$ cat config.mk
export PLATFORM = sky130hd
export DESIGN_NAME = emcp_ctrl
export DESIGN_NICKNAME = d
export VERILOG_FILES = /design/src/core/emcp_pkg.sv /design/src/core/emcp_ctrl.sv /design/src/core/emcp_sync3.sv /design/src/core/emcp_hcnt.sv
export VERILOG_INCLUDE_DIRS = /design/src /design/src/core
export SDC_FILE = /design/constraint.sdc
export NUM_CORES = 1
export LEC_CHECK = 0
export BUFFER_PORTS_ARGS = -buffer_cell sky130_fd_sc_hd__clkbuf_2
export CORE_AREA = 10 10 97 116
export DETAILED_ROUTE_END_ITERATION = 6
export DIE_AREA = 0 0 107 126
export PLACE_DENSITY = 0.79
export SLEW_MARGIN = 15
export SYNTH_ARGS = -nofsm -noshare
export SYNTH_HDL_FRONTEND = slang
export SYNTH_HIERARCHICAL = 1
export SYNTH_SLANG_ARGS = --single-unit
$ cat constraint.sdc
create_clock -name sys_clk -period 2.15 [get_ports sys_clk]
set_input_delay 0.1075 -clock sys_clk [delete_from_list [all_inputs] [get_ports sys_clk]]
set_output_delay 0.1075 -clock sys_clk [all_outputs]
set_load 0.02 [all_outputs]
$ cat src/core/emcp_defs.svh
// Offsets, field positions, reset values and cycle counts of the memory control pin block
`ifndef EMCP_DEFS_SVH
`define EMCP_DEFS_SVH
`define EMCP_OFS_CTRL 8'h00
`define EMCP_OFS_MTYPE 8'h04
`define EMCP_OFS_STAT 8'h08
`define EMCP_CTRL_DIV_LSB 0
`define EMCP_CTRL_REN_BIT 2
`define EMCP_CTRL_RST 3'h0
`define EMCP_MTYPE_RST 8'h00
`define EMCP_STAT_SRC_LSB 0
`define EMCP_STAT_ACK_BIT 2
`define EMCP_STAT_BUSY_BIT 3
`define EMCP_STAT_HREQ_BIT 4
`define EMCP_STAT_RDY_BIT 5
`define EMCP_STRAP_EXT 2'h0
`define EMCP_STRAP_CPU4 2'h1
`define EMCP_STRAP_CPU6 2'h2
`define EMCP_STRAP_SETTLE 3'h4
`define EMCP_DIV_BY1 2'h0
`define EMCP_DIV_BY2 2'h1
`define EMCP_DIV_BY4 2'h2
`define EMCP_CPU4_HALF 2'h2
`define EMCP_CPU6_HALF 2'h3
`define EMCP_DIV2_RISES 2'h1
`define EMCP_DIV4_RISES 2'h2
`define EMCP_SETUP_CYC 4'h1
`define EMCP_STROBE_CYC 4'h2
`define EMCP_TAIL_CYC 4'h1
`define EMCP_SPACE_FIFO 2'h3
`endif

$ cat src/core/emcp_pkg.sv
// Types of the memory control pin block
package emcp_pkg;
  typedef enum logic [2:0] {
    ST_IDLE = 3'b000,
    ST_SETUP = 3'b001,
    ST_STROBE = 3'b010,
    ST_WAITRDY = 3'b011,
    ST_TAIL = 3'b100,
    ST_PARK = 3'b101,
    ST_HOLD = 3'b110
  } emcp_state_e;
  typedef enum logic [1:0] {
    MT_ASYNC = 2'b00,
    MT_SDRAM = 2'b01,
    MT_SYNC = 2'b10,
    MT_RSVD = 2'b11
  } emcp_mtype_e;
endpackage

$ cat src/core/emcp_ctrl.sv
// External memory port control pins: clocks, strobes, chip enables, hold
//
// Function
// - Strap picks interface clock; external pin default
// - Divided output clock, ratio one, two, four
// - Full output clock at interface clock rate
// - Sync read pin: address strobe or read enable
// - First strobe pin muxed by memory type
// - Second strobe pin muxed by memory type
// - Third strobe pin is the write strobe for every memory type
// - Dedicated sync output enable for space three
// - Bus request output shows interface needs bus
// - Hold request answered with hold acknowledge
// - Strap 00 pin, 01 CPU/4, 10 CPU/6
// - Exactly one chip enable per access
`timescale 1ns/1ps
`include "emcp_defs.svh"
module emcp_ctrl #(
  parameter int AW = 20
) (
  // Clock, reset, freeze
  input wire logic sys_clk,
  input wire logic rst_b,
  input wire logic clk_en,
  // APB slave
  input wire logic psel,
  input wire logic penable,
  input wire logic pwrite,
  input wire logic [7:0] paddr,
  input wire logic [31:0] pwdata,
  output logic [31:0] prdata,
  output logic pready,
  output logic pslverr,
  // Access requests from the transfer engine
  input wire logic req_valid,
  input wire logic req_write,
  input wire logic [AW-1:0] req_addr,
  output logic req_ready,
  output logic req_done,
  // Clock pins
  input wire logic [1:0] clk_src_strap_pins,
  input wire logic ext_if_clk_in,
  output logic mem_clk_out_full,
  output logic mem_clk_out_div,
  // Memory control pins, outputs active low, ready input active high, released while ctl_oe_b is high
  output logic [3:0] chip_en_b,
  output logic rd_strobe_b,
  output logic oe_strobe_b,
  output logic wr_strobe_b,
  output logic fifo_space_out_en_b,
  output logic ctl_oe_b,
  input wire logic async_ready_in,
  // Arbitration
  input wire logic host_hold_req_in,
  output logic host_hold_ack_out,
  output logic bus_req_out
);
  ////////////////////////////////////////////////////////////////////////////
  // Pin synchronisers
  logic ext_s;
  logic rdy_s;
  logic hreq_s;
  logic [1:0] strap_s;

  emcp_sync3 #(.W(1), .RST(1'b0)) u_sync_clk (
    .sys_clk(sys_clk), .rst_b(rst_b), .clk_en(clk_en),
    .pin(ext_if_clk_in), .val(ext_s)
  );
  emcp_sync3 #(.W(1), .RST(1'b1)) u_sync_rdy (
    .sys_clk(sys_clk), .rst_b(rst_b), .clk_en(clk_en),
    .pin(async_ready_in), .val(rdy_s)
  );
  emcp_sync3 #(.W(1), .RST(1'b0)) u_sync_hold (
    .sys_clk(sys_clk), .rst_b(rst_b), .clk_en(clk_en),
    .pin(host_hold_req_in), .val(hreq_s)
  );
  emcp_sync3 #(.W(2), .RST(2'h0)) u_sync_strap (
    .sys_clk(sys_clk), .rst_b(rst_b), .clk_en(clk_en),
    .pin(clk_src_strap_pins), .val(strap_s)
  );

  ////////////////////////////////////////////////////////////////////////////
  // Strap capture: taken once after release, when the filter has settled
  logic [1:0] clk_src_select_q;
  logic [2:0] strap_wait_q;
  logic strap_done_q;
  wire strap_take = !strap_done_q && (strap_wait_q == `EMCP_STRAP_SETTLE);
  // Reserved code falls back to the external pin
  wire [1:0] strap_dec = (strap_s == 2'h3) ? `EMCP_STRAP_EXT : strap_s;

  always_ff @(posedge sys_clk or negedge rst_b)
  begin
    if (!rst_b)
    begin
      clk_src_select_q <= `EMCP_STRAP_EXT;
      strap_wait_q <= 3'h0;
      strap_done_q <= 1'b0;
    end
    else if (clk_en)
    begin
      if (!strap_done_q)
        strap_wait_q <= strap_wait_q + 3'h1;
      if (strap_take)
      begin
        clk_src_select_q <= strap_dec;
        strap_done_q <= 1'b1;
      end
    end
  end

  ////////////////////////////////////////////////////////////////////////////
  // APB registers
  logic [2:0] ctrl_q;
  logic [7:0] mtype_q;
  logic [31:0] prdata_q;
  logic slverr_q;
  wire hit_ctrl = (paddr == `EMCP_OFS_CTRL);
  wire hit_mtype = (paddr == `EMCP_OFS_MTYPE);
  wire hit_stat = (paddr == `EMCP_OFS_STAT);
  wire hit_any = hit_ctrl || hit_mtype || hit_stat;
  wire setup_ph = psel && !penable;
  wire wr_acc = psel && penable && pwrite;
  wire [1:0] div_sel = ctrl_q[`EMCP_CTRL_DIV_LSB +: 2];
  wire ren_sel = ctrl_q[`EMCP_CTRL_REN_BIT];
  logic busy;
  logic [31:0] stat_word;
  logic [31:0] rd_word;

  always_comb
  begin
    stat_word = 32'h0000_0000;
    stat_word[`EMCP_STAT_SRC_LSB +: 2] = clk_src_select_q;
    stat_word[`EMCP_STAT_ACK_BIT] = host_hold_ack_out;
    stat_word[`EMCP_STAT_BUSY_BIT] = busy;
    stat_word[`EMCP_STAT_HREQ_BIT] = hreq_s;
    stat_word[`EMCP_STAT_RDY_BIT] = rdy_s;
  end

  assign rd_word = hit_ctrl ? {29'h0, ctrl_q}
                 : hit_mtype ? {24'h0, mtype_q}
                 : hit_stat ? stat_word : 32'h0000_0000;

  // Read data are fetched in the setup cycle so the access phase needs no wait
  always_ff @(posedge sys_clk or negedge rst_b)
  begin
    if (!rst_b)
    begin
      ctrl_q <= `EMCP_CTRL_RST;
      mtype_q <= `EMCP_MTYPE_RST;
      prdata_q <= 32'h0000_0000;
      slverr_q <= 1'b0;
    end
    else if (clk_en)
    begin
      if (setup_ph)
      begin
        prdata_q <= pwrite ? 32'h0000_0000 : rd_word;
        slverr_q <= !hit_any;
      end
      if (wr_acc && hit_ctrl)
        ctrl_q <= pwdata[2:0];
      if (wr_acc && hit_mtype)
        mtype_q <= pwdata[7:0];
    end
  end

  assign prdata = prdata_q;
  assign pready = 1'b1;
  assign pslverr = slverr_q && psel && penable;

  ////////////////////////////////////////////////////////////////////////////
  // Interface clock and output clocks
  logic full_q;
  logic div_q;
  logic div_out_q;
  logic ext_prev_q;
  logic cpu_tick;
  logic div_tick;
  wire use_ext = (clk_src_select_q == `EMCP_STRAP_EXT);
  wire [1:0] cpu_half = (clk_src_select_q == `EMCP_STRAP_CPU6) ? `EMCP_CPU6_HALF
                      : `EMCP_CPU4_HALF;
  wire half_tick = use_ext ? (ext_s != ext_prev_q) : cpu_tick;
  wire full_d = half_tick ? !full_q : full_q;
  wire rise = half_tick && !full_q;
  wire [1:0] div_rises = (div_sel == `EMCP_DIV_BY2) ? `EMCP_DIV2_RISES
                       : `EMCP_DIV4_RISES;
  wire div_d = div_tick ? !div_q : div_q;
  wire div_out_d = (div_sel == `EMCP_DIV_BY1) ? full_d : div_d;

  emcp_hcnt #(.W(2)) u_cpu_div (
    .sys_clk(sys_clk), .rst_b(rst_b), .clk_en(clk_en),
    .en(!use_ext), .limit(cpu_half), .tick(cpu_tick)
  );
  emcp_hcnt #(.W(2)) u_out_div (
    .sys_clk(sys_clk), .rst_b(rst_b), .clk_en(clk_en),
    .en(rise), .limit(div_rises), .tick(div_tick)
  );

  always_ff @(posedge sys_clk or negedge rst_b)
  begin
    if (!rst_b)
    begin
      full_q <= 1'b0;
      div_q <= 1'b0;
      div_out_q <= 1'b0;
      ext_prev_q <= 1'b0;
    end
    else if (clk_en)
    begin
      full_q <= full_d;
      div_q <= div_d;
      div_out_q <= div_out_d;
      ext_prev_q <= ext_s;
    end
  end

  assign mem_clk_out_full = full_q;
  assign mem_clk_out_div = div_out_q;

  ////////////////////////////////////////////////////////////////////////////
  // Access sequencer and hold arbitration
  emcp_pkg::emcp_state_e state_q;
  emcp_pkg::emcp_state_e state_d;
  logic [3:0] cnt_q;
  logic [3:0] cnt_d;
  logic [1:0] space_q;
  logic wr_q;
  wire [1:0] req_space = req_addr[AW-1 -: 2];
  wire take = req_valid && req_ready;
  wire [1:0] cur_type = mtype_q[{space_q, 1'b0} +: 2];
  wire is_async = (cur_type == emcp_pkg::MT_ASYNC) || (cur_type == emcp_pkg::MT_RSVD);
  wire is_sdram = (cur_type == emcp_pkg::MT_SDRAM);
  wire is_sync = (cur_type == emcp_pkg::MT_SYNC);
  wire cnt_end = (cnt_q == 4'h0);
  wire acc_done = (state_q == emcp_pkg::ST_TAIL) && cnt_end;

  always_comb
  begin
    state_d = state_q;
    cnt_d = cnt_end ? 4'h0 : cnt_q - 4'h1;
    case (state_q)
      emcp_pkg::ST_IDLE:
      begin
        // Hold wins over a new access; the access only waits
        if (hreq_s)
          state_d = emcp_pkg::ST_PARK;
        else if (take)
        begin
          state_d = emcp_pkg::ST_SETUP;
          cnt_d = `EMCP_SETUP_CYC - 4'h1;
        end
      end
      emcp_pkg::ST_SETUP:
        if (cnt_end)
        begin
          state_d = emcp_pkg::ST_STROBE;
          cnt_d = `EMCP_STROBE_CYC - 4'h1;
        end
      emcp_pkg::ST_STROBE:
        if (cnt_end)
        begin
          state_d = (is_async && !rdy_s) ? emcp_pkg::ST_WAITRDY : emcp_pkg::ST_TAIL;
          cnt_d = `EMCP_TAIL_CYC - 4'h1;
        end
      emcp_pkg::ST_WAITRDY:
        if (rdy_s)
        begin
          state_d = emcp_pkg::ST_TAIL;
          cnt_d = `EMCP_TAIL_CYC - 4'h1;
        end
      emcp_pkg::ST_TAIL:
        if (cnt_end)
          state_d = hreq_s ? emcp_pkg::ST_PARK : emcp_pkg::ST_IDLE;
      emcp_pkg::ST_PARK:
        state_d = hreq_s ? emcp_pkg::ST_HOLD : emcp_pkg::ST_IDLE;
      emcp_pkg::ST_HOLD:
        if (!hreq_s)
          state_d = emcp_pkg::ST_IDLE;
      default:
        state_d = emcp_pkg::ST_IDLE;
    endcase
  end

  always_ff @(posedge sys_clk or negedge rst_b)
  begin
    if (!rst_b)
    begin
      state_q <= emcp_pkg::ST_IDLE;
      cnt_q <= 4'h0;
      space_q <= 2'h0;
      wr_q <= 1'b0;
    end
    else if (clk_en)
    begin
      state_q <= state_d;
      cnt_q <= cnt_d;
      if (take)
      begin
        space_q <= req_space;
        wr_q <= req_write;
      end
    end
  end

  assign req_ready = (state_q == emcp_pkg::ST_IDLE) && !hreq_s && strap_done_q;
  assign busy = (state_q != emcp_pkg::ST_IDLE) && (state_q != emcp_pkg::ST_HOLD);

  ////////////////////////////////////////////////////////////////////////////
  // Pin values, decoded from the current phase and registered
  wire in_acc = (state_q == emcp_pkg::ST_SETUP) || (state_q == emcp_pkg::ST_STROBE)
             || (state_q == emcp_pkg::ST_WAITRDY) || (state_q == emcp_pkg::ST_TAIL);
  wire strb_ph = (state_q == emcp_pkg::ST_STROBE) || (state_q == emcp_pkg::ST_WAITRDY);
  wire addr_ph = (state_q == emcp_pkg::ST_SETUP);
  wire rd_act = strb_ph && !wr_q;
  wire wr_act = strb_ph && wr_q;
  wire sync_rd_pin = ren_sel ? rd_act : addr_ph;
  wire rd_pin_act = is_sdram ? strb_ph : is_sync ? sync_rd_pin : rd_act;
  wire oe_pin_act = is_sdram ? addr_ph : is_sync ? rd_act : (in_acc && !wr_q);
  wire we_pin_act = wr_act;
  wire fifo_act = is_sync && rd_act && (space_q == `EMCP_SPACE_FIFO);
  wire released = (state_q == emcp_pkg::ST_PARK) || (state_q == emcp_pkg::ST_HOLD);
  wire [3:0] ce_onehot = 4'h1 << space_q;
  wire [3:0] ce_d = in_acc ? ~ce_onehot : 4'hF;

  logic [3:0] ce_q;
  logic rd_q;
  logic oe_q;
  logic we_q;
  logic fifo_q;
  logic ctl_oe_q;
  logic ack_q;
  logic breq_q;
  logic done_q;

  always_ff @(posedge sys_clk or negedge rst_b)
  begin
    if (!rst_b)
    begin
      ce_q <= 4'hF;
      rd_q <= 1'b1;
      oe_q <= 1'b1;
      we_q <= 1'b1;
      fifo_q <= 1'b1;
      ctl_oe_q <= 1'b0;
      ack_q <= 1'b0;
      breq_q <= 1'b0;
      done_q <= 1'b0;
    end
    else if (clk_en)
    begin
      ce_q <= ce_d;
      rd_q <= !(in_acc && rd_pin_act);
      oe_q <= !(in_acc && oe_pin_act);
      we_q <= !(in_acc && we_pin_act);
      fifo_q <= !fifo_act;
      // Pins float one cycle before the acknowledge rises
      ctl_oe_q <= released;
      ack_q <= (state_q == emcp_pkg::ST_HOLD) && hreq_s;
      breq_q <= req_valid || busy;
      done_q <= acc_done;
    end
  end

  assign chip_en_b = ce_q;
  assign rd_strobe_b = rd_q;
  assign oe_strobe_b = oe_q;
  assign wr_strobe_b = we_q;
  assign fifo_space_out_en_b = fifo_q;
  assign ctl_oe_b = ctl_oe_q;
  assign host_hold_ack_out = ack_q;
  assign bus_req_out = breq_q;
  assign req_done = done_q;
endmodule

$ cat src/core/emcp_sync3.sv
// Three-stage pin synchroniser with agreement filter
`timescale 1ns/1ps
module emcp_sync3 #(
  parameter int W = 1,
  parameter logic [W-1:0] RST = '0
) (
  // Clock and reset
  input wire logic sys_clk,
  input wire logic rst_b,
  input wire logic clk_en,
  // Pin side
  input wire logic [W-1:0] pin,
  // Filtered level
  output logic [W-1:0] val
);
  logic [W-1:0] s1_q;
  logic [W-1:0] s2_q;
  logic [W-1:0] s3_q;
  logic [W-1:0] val_q;
  wire agree = (s2_q == s3_q);
  wire [W-1:0] val_d = agree ? s3_q : val_q;

  always_ff @(posedge sys_clk or negedge rst_b)
  begin
    if (!rst_b)
    begin
      s1_q <= RST;
      s2_q <= RST;
      s3_q <= RST;
      val_q <= RST;
    end
    else if (clk_en)
    begin
      s1_q <= pin;
      s2_q <= s1_q;
      s3_q <= s2_q;
      val_q <= val_d;
    end
  end

  assign val = val_q;
endmodule

$ cat src/core/emcp_hcnt.sv
// Event counter that pulses every limit enabled events
`timescale 1ns/1ps
module emcp_hcnt #(
  parameter int W = 2
) (
  // Clock and reset
  input wire logic sys_clk,
  input wire logic rst_b,
  input wire logic clk_en,
  // Events and period
  input wire logic en,
  input wire logic [W-1:0] limit,
  // One-cycle pulse on the last event of a period
  output logic tick
);
  logic [W-1:0] cnt_q;
  wire last = (cnt_q >= limit - W'(1));
  wire [W-1:0] cnt_d = last ? '0 : cnt_q + W'(1);

  always_ff @(posedge sys_clk or negedge rst_b)
  begin
    if (!rst_b)
      cnt_q <= '0;
    else if (clk_en && en)
      cnt_q <= cnt_d;
  end

  assign tick = en && last;
endmodule

Word-level counts from Yosys, hierarchy flattened:

Cells that the tools add are included.

* register bits after elaboration: 100
* bits of input ports: 73
* logic and storage cells: 187

* $lt $le $gt $ge: 2
* eq/ne operators: 28
* reductions and logical operators: 68
* multiplexer cells: 37
* shift operators: 2
* add/subtract/negate cells: 6
* bitwise logic cells: 2

Operator list (count)
* 2-to-1 mux 3 bit: 10
* logical AND 1 bit: 28
* 2-to-1 mux 4 bit: 7
* 2-to-1 mux 8 bit: 3
* case mux 3 bit (7 select lines): 1
* AND reduction 2 bit: 10
* case mux 4 bit (4 select lines): 1
* logical NOT 1 bit: 13
* equality test 3 bit, second input constant: 4
* equality test 2 bit, second input constant: 5
* 2-to-1 mux 1 bit: 10
* logical OR 1 bit: 9
* equality test 8 x 3 -> 1 bit, second input constant: 1
* equality test 8 x 4 -> 1 bit, second input constant: 1
* logical NOT 8 bit: 1
* 2-to-1 mux 2 bit: 4
* != test 2 bit, second input constant: 4
* variable part select 8 x 4 -> 2 bit: 1
* AND reduction 7 bit: 1
* equality test 3 x 2 -> 1 bit, second input constant: 2
* logical NOT 2 bit: 3
* 2-to-1 mux 6 bit: 1
* adder 2 x 1 -> 2 bit, second input constant: 2
* equality test 2 x 1 -> 1 bit, second input constant: 2
* 17 further kinds: 21

Logic depth before layout (Yosys ltp):

* depth in word-level cells: 10
* depth in mapped cells: 14
* gate-level depth less buffers: 14

By module:

The synthesis kept the hierarchy.

Modules (own cells, without submodules)
* emcp_ctrl: times used 1, area an instance 2899.0 µm², cells an instance 290
* emcp_hcnt: times used 2, area an instance 195.2 µm², cells an instance 17
* emcp_sync3 (u_sync_strap): times used 1, area an instance 351.6 µm², cells an instance 27
* emcp_sync3 (u_sync_clk ...): times used 2, area an instance 156.4 µm², cells an instance 10
* emcp_sync3 (u_sync_rdy): times used 1, area an instance 161.4 µm², cells an instance 10

Worst setup path before layout:

Ideal clock, no wire load.

* kind: flip-flop to flip-flop
* start point: reg clk_src_select_q[0]
* end point: reg div_out_q (netlist: mem_clk_out_div)
* data required time: 2.025 ns
* buffers on the path: 0
* data arrival time: 2.240 ns
* library setup time: 0.125 ns
* stages on the path, launching flop included: 15
* clock period less this slack: 2.364 ns
* setup slack: -0.214 ns
* path through: dfrtp_1 > nor2b_1 > inv_1 > ha_1 > nand2b_4 > a21oi_1 > nor2b_1 > nor2_1 > a21oi_1 > ha_1 > nor2b_1 > xor2_1 > nor2_1 > a21oi_1 > mux2_2

* cells in the longest elaborated chain, start to end: 10
* elaborated cells on any way between the ends: 13
* those cells by class: 1 x add/sub; 1 x order compare; 1 x eq/ne; 5 x mux; 5 x reduce/logical

Ends and longest elaborated chain
* start, declared: line emcp_ctrl.sv:84 `logic [1:0] clk_src_select_q;`
* start signal, assigned: line emcp_ctrl.sv:95 `` clk_src_select_q <= `EMCP_STRAP_EXT; ``
* start signal, assigned: line emcp_ctrl.sv:105 `clk_src_select_q <= strap_dec;`
* equality test 2 bit (no line)
* 2-to-1 mux 1 bit (no line)
* named net cpu_half[0]: line emcp_ctrl.sv:180 `` wire [1:0] cpu_half = (clk_src_select_q == `EMCP_STRAP_CPU6) ? `EMCP_CPU6_HALF ``
* subtractor 2 x 1 -> 2 bit: line emcp_hcnt.sv:17 `wire last = (cnt_q >= limit - W'(1));`
* >= comparator 2 bit: line emcp_hcnt.sv:17
* logical AND 1 bit: line emcp_hcnt.sv:28 `assign tick = en && last;`
* named net cpu_tick: line emcp_ctrl.sv:177 `logic cpu_tick;`
* 2-to-1 mux 1 bit: line emcp_ctrl.sv:182 `wire half_tick = use_ext ? (ext_s != ext_prev_q) : cpu_tick;`
* logical AND 1 bit: line emcp_ctrl.sv:184 `wire rise = half_tick && !full_q;`
* named net rise: line emcp_ctrl.sv:184
* logical AND 1 bit: line emcp_hcnt.sv:28
* named net div_tick: line emcp_ctrl.sv:178 `logic div_tick;`
* 2-to-1 mux 1 bit: line emcp_ctrl.sv:187 `wire div_d = div_tick ? !div_q : div_q;`
* 2-to-1 mux 1 bit: line emcp_ctrl.sv:188 `` wire div_out_d = (div_sel == `EMCP_DIV_BY1) ? full_d : div_d; ``
* end signal, assigned: line emcp_ctrl.sv:212 `div_out_q <= div_out_d;`
* end, declared: line emcp_ctrl.sv:175 `logic div_out_q;`

The timed path passes the listed nets, and every way through them passes these cells.
A chain may end at the register's enable or synchronous reset.

Worst setup path in the final report:

* start point: reg clk_src_select_q[1]
* end point: reg u_out_div.cnt_q[1]

* cells in the longest elaborated chain, start to end: 8
* elaborated cells on any way between the ends: 10
* those cells by class: 1 x add/sub; 1 x order compare; 1 x eq/ne; 2 x mux; 5 x reduce/logical

Ends and longest elaborated chain
* equality test 2 bit (no line)
* 2-to-1 mux 1 bit (no line)
* named net cpu_half[0]: line emcp_ctrl.sv:180
* subtractor 2 x 1 -> 2 bit: line emcp_hcnt.sv:17
* >= comparator 2 bit: line emcp_hcnt.sv:17
* logical AND 1 bit: line emcp_hcnt.sv:28
* named net cpu_tick: line emcp_ctrl.sv:177
* 2-to-1 mux 1 bit: line emcp_ctrl.sv:182
* logical AND 1 bit: line emcp_ctrl.sv:184
* named net rise: line emcp_ctrl.sv:184
* logical AND 1 bit: line emcp_hcnt.sv:24 `else if (clk_en && en)`
* end signal, assigned: line emcp_hcnt.sv:25 `cnt_q <= cnt_d;`
* end, declared: line emcp_hcnt.sv:16 `logic [W-1:0] cnt_q;`

The timed path passes the listed nets, and every way through them passes these cells.

==> impl_metrics.env <==
export IMPL_status="finished with violations"
export IMPL_violations="negative setup slack"
export IMPL_layout_drive_gt1_share_pct=33.3
export IMPL_power_mw=5.97
export IMPL_synth_seq_cells=76
export IMPL_grt_pass1_wl_mm=14.8
export IMPL_grt_max_degree=77
export IMPL_fmaxAchievable_ghz=0.415
export IMPL_finalWorstSetupSlack_ps=-259
export IMPL_pin_count=122
export IMPL_die_y_um=126
export IMPL_min_period_over_period_pct=112
export IMPL_reg2reg_setup_slack_ps=-260
export IMPL_place_area_sq_mm=0.00454
export IMPL_clock_sinks=76
export IMPL_cp_max_fo=4
export IMPL_powerDensity_mw_per_mm2=1200
export IMPL_cp_data_arrival_time_ps=2640
export IMPL_synth_top_area_share_pct=38.9
export IMPL_avgSynthCellArea_sq_um=10.8
export IMPL_tritoncts="yes"
export IMPL_place_congestion=0.832
export IMPL_grt_overflow=0
export IMPL_grt_antenna_before_repair=0
export IMPL_final_core_util_pct=55.7
export IMPL_layoutNonFillerInstCount=591
export IMPL_min_from="pwdata[0]"
export IMPL_vias_per_cell=5.14
export IMPL_max_cap_violations=0
export IMPL_routedWlPerCell_um=15.4
export IMPL_hold_end="ctrl_q[0]$_DFFE_PN0P_"
export IMPL_start_util_pct=46.0
export IMPL_clk_root_buffer_cell="clkbuf_8"
export IMPL_die_area_sq_mm=0.0135
export IMPL_core_sq_mm=0.00894
export IMPL_netlist_top_cells_count="dfrtp_1, mux2_2, buf_4, nand2_1, inv_1"
export IMPL_via_count=3036
export IMPL_maxSlewViolCount=0
export IMPL_critPathCaptureType="register"
export IMPL_syn_to_final_growth_pct=21.0
export IMPL_reg2reg_from="clk_src_select_q[1]$_DFFE_PN0P_"
export IMPL_setup_viol=4
export IMPL_design_area_sq_mm=0.00498
export IMPL_placementRows=38
export IMPL_place_inst=555
export IMPL_syn_area_sq_mm=0.00412
export IMPL_whs_path_depth=2
export IMPL_antenna_cells=0
export IMPL_r2r_cells=13
export IMPL_reg2reg_to="u_out_div/cnt_q[1]$_DFFE_PN0P_"
export IMPL_grt_pass1_vias=3083
export IMPL_fp_dieW_um=107
export IMPL_cts_max_level=3
export IMPL_yosysMostFrequentCell="dfrtp_1"
export IMPL_cts_buffers=9
export IMPL_post_place_ws_ps=-215
export IMPL_track_usage_pct=13.4
export IMPL_start_kind="register"
export IMPL_hold_violations=0
export IMPL_drt_iter0_markers=147
export IMPL_worstSetupPathType="register to register"
export IMPL_clock_skew_ps=9.74
export IMPL_drcViolationCount=0
export IMPL_synth_cells=381
export IMPL_synth_flop_cell="dfrtp_1"
export IMPL_ir_worst_vdd_v=0.000473
export IMPL_required_ps=2380
export IMPL_rsz0062_at_grt="true"
export IMPL_fin_crit_ps=2410
export IMPL_dp_hpwl_mm=6.68
export IMPL_relSlewSlack_pct=59.7
export IMPL_finalWirelength_mm=9.08
export IMPL_synth_cell_types=58
export IMPL_ant_nets=0
export IMPL_min_path_type="input port to register"
export IMPL_insertion_delay_ps=350
export IMPL_nNetsFinal=550
export IMPL_cts_clk_slew_worst_paths_ps=80
export IMPL_synth_edf_count=0
export IMPL_firstDrtPassIters=4
export IMPL_synth_area_leaders="dfrtp_1, dfstp_2, mux2_2"
export IMPL_async_reset_ff_share_pct=100
export IMPL_io_buffers=54
export IMPL_synth_top_cell_by_area="dfrtp_1"
export IMPL_synth_seq_area_share_pct=46.6
export IMPL_worst_pin_slew_ps=603
export IMPL_p_leak_nw=2.29
export IMPL_clk_path_buf_depth=2
export IMPL_yosysWarnings=6
## cell type report
| cell class | count | area (sq um) |
|---|---|---|
| Fill cell | 744 | 3960 |
| Multi-Input combinational cell | 266 | 2010 |
| Inverter | 23 | 86.3 |
| Clock inverter | 4 | 47.5 |
| Clock buffer | 12 | 155 |
| Sequential cell | 76 | 1920 |
| Tap cell | 120 | 150 |
| Timing Repair Buffer | 90 | 613 |
## per-stage QoR
stage	hold slack, ps	TNS, ps
2_1_floorplan	-188	-109
3_3_place_gp	168	-107
3_5_place_dp	181	-295
4_1_cts	2.18	-274
5_1_grt	7.71	-1120
6_report	16.5	-703
## critical path, stage by stage, from the launching register on
cell and delay (ps):
dfrtp_1 380, nor2b_4 130, xor2_1 180, ha_1 300
a21oi_4 170, nor2b_1 60, nor2_1 120, a21oi_1 60
ha_2 210, buf_4 140, buf_12 120, nand2_8 60
a2111oi_4 40, a311o_1 320
## cell usage in the layout, fill, tap and decap left out, types with 12 or more instances in the layout
| master | synthesis | final |
|---|---|---|
| dfrtp_1 | 64 | 64 |
| clkbuf_2 | 1 | 53 |
| mux2_2 | 28 | 27 |
| conb_1 | 2 | 26 |
| nand2_1 | 25 | 25 |
| inv_1 | 23 | 23 |
| nor2_1 | 21 | 21 |
| buf_4 | 25 | 19 |
| dlygate4sd3_1 | 0 | 14 |
| o21ai_0 | 14 | 13 |
| dfstp_2 | 12 | 12 |
## repair_timing
item / in CTS / in global routing
hold endpoints to repair: 78 / 0
pin swaps: 9 / 8
setup endpoints to repair: 4 / 8
hold buffers: 14 / 0
setup buffers: 3 / 3
gates resized for setup: 3 / 5
## worst max path at each step
stage                                               start                              to  slack, ps  depth (start not counted)
final                     clk_src_select_q[1]$_DFFE_PN0P_  u_out_div/cnt_q[1]$_DFFE_PN0P_       -260                         13
after global routing      clk_src_select_q[1]$_DFFE_PN0P_     mem_clk_out_div$_DFFE_PN0P_       -360                         13
after CTS                 clk_src_select_q[0]$_DFFE_PN0P_     mem_clk_out_div$_DFFE_PN0P_       -170                         14
after detailed placement  clk_src_select_q[1]$_DFFE_PN0P_     mem_clk_out_div$_DFFE_PN0P_       -220                         13
after global placement    clk_src_select_q[0]$_DFFE_PN0P_     mem_clk_out_div$_DFFE_PN0P_       -110                         14
after floorplan           clk_src_select_q[0]$_DFFE_PN0P_     mem_clk_out_div$_DFFE_PN0P_       -110                         14
## where the power goes
part / leakage [nW] / internal (mW) / total [mW] / switching, mW
clock: 0.102 / 0.596 / 1.12 / 0.521
sequential: 0.927 / 1.83 / 2.22 / 0.389
combinational: 1.26 / 1.32 / 2.64 / 1.32
## flip-flops by register name, summed over array words and instances (netlist names), 3 cells and up
signal / cells
chip_en_b: 4
cnt_q: 4
ctrl_q: 3
mtype_q: 8
prdata: 8
state_q: 3
strap_wait_q: 3
## metal layers
| metal | GRT usage, % | vias up | part of all wire [%] |
|---|---|---|---|
| li1 | - | 1450 | - |
| met1 | 15.2 | 1474 | 39 |
| met2 | 22.4 | 90 | 51 |
| met3 | 4.64 | 22 | 6.7 |
| met4 | 5.75 | 0 | 2.6 |
| met5 | 0 | - | 0 |
## kinds of logic after synthesis
logic type / after synthesis / synth area share [%]
multiplexers: 38 / 11.1
flip-flops: 76 / 46.6
AO/OA/AOI/OAI: 73 / 13.4
adder cells (fa/ha/maj): 11 / 3.34
buffers and inverters: 63 / 8.33
AND/OR/NAND/NOR: 105 / 14.4
XOR/XNOR: 13 / 2.77
other: 2 / 0.182
Power figures use the tool's default switching activity.
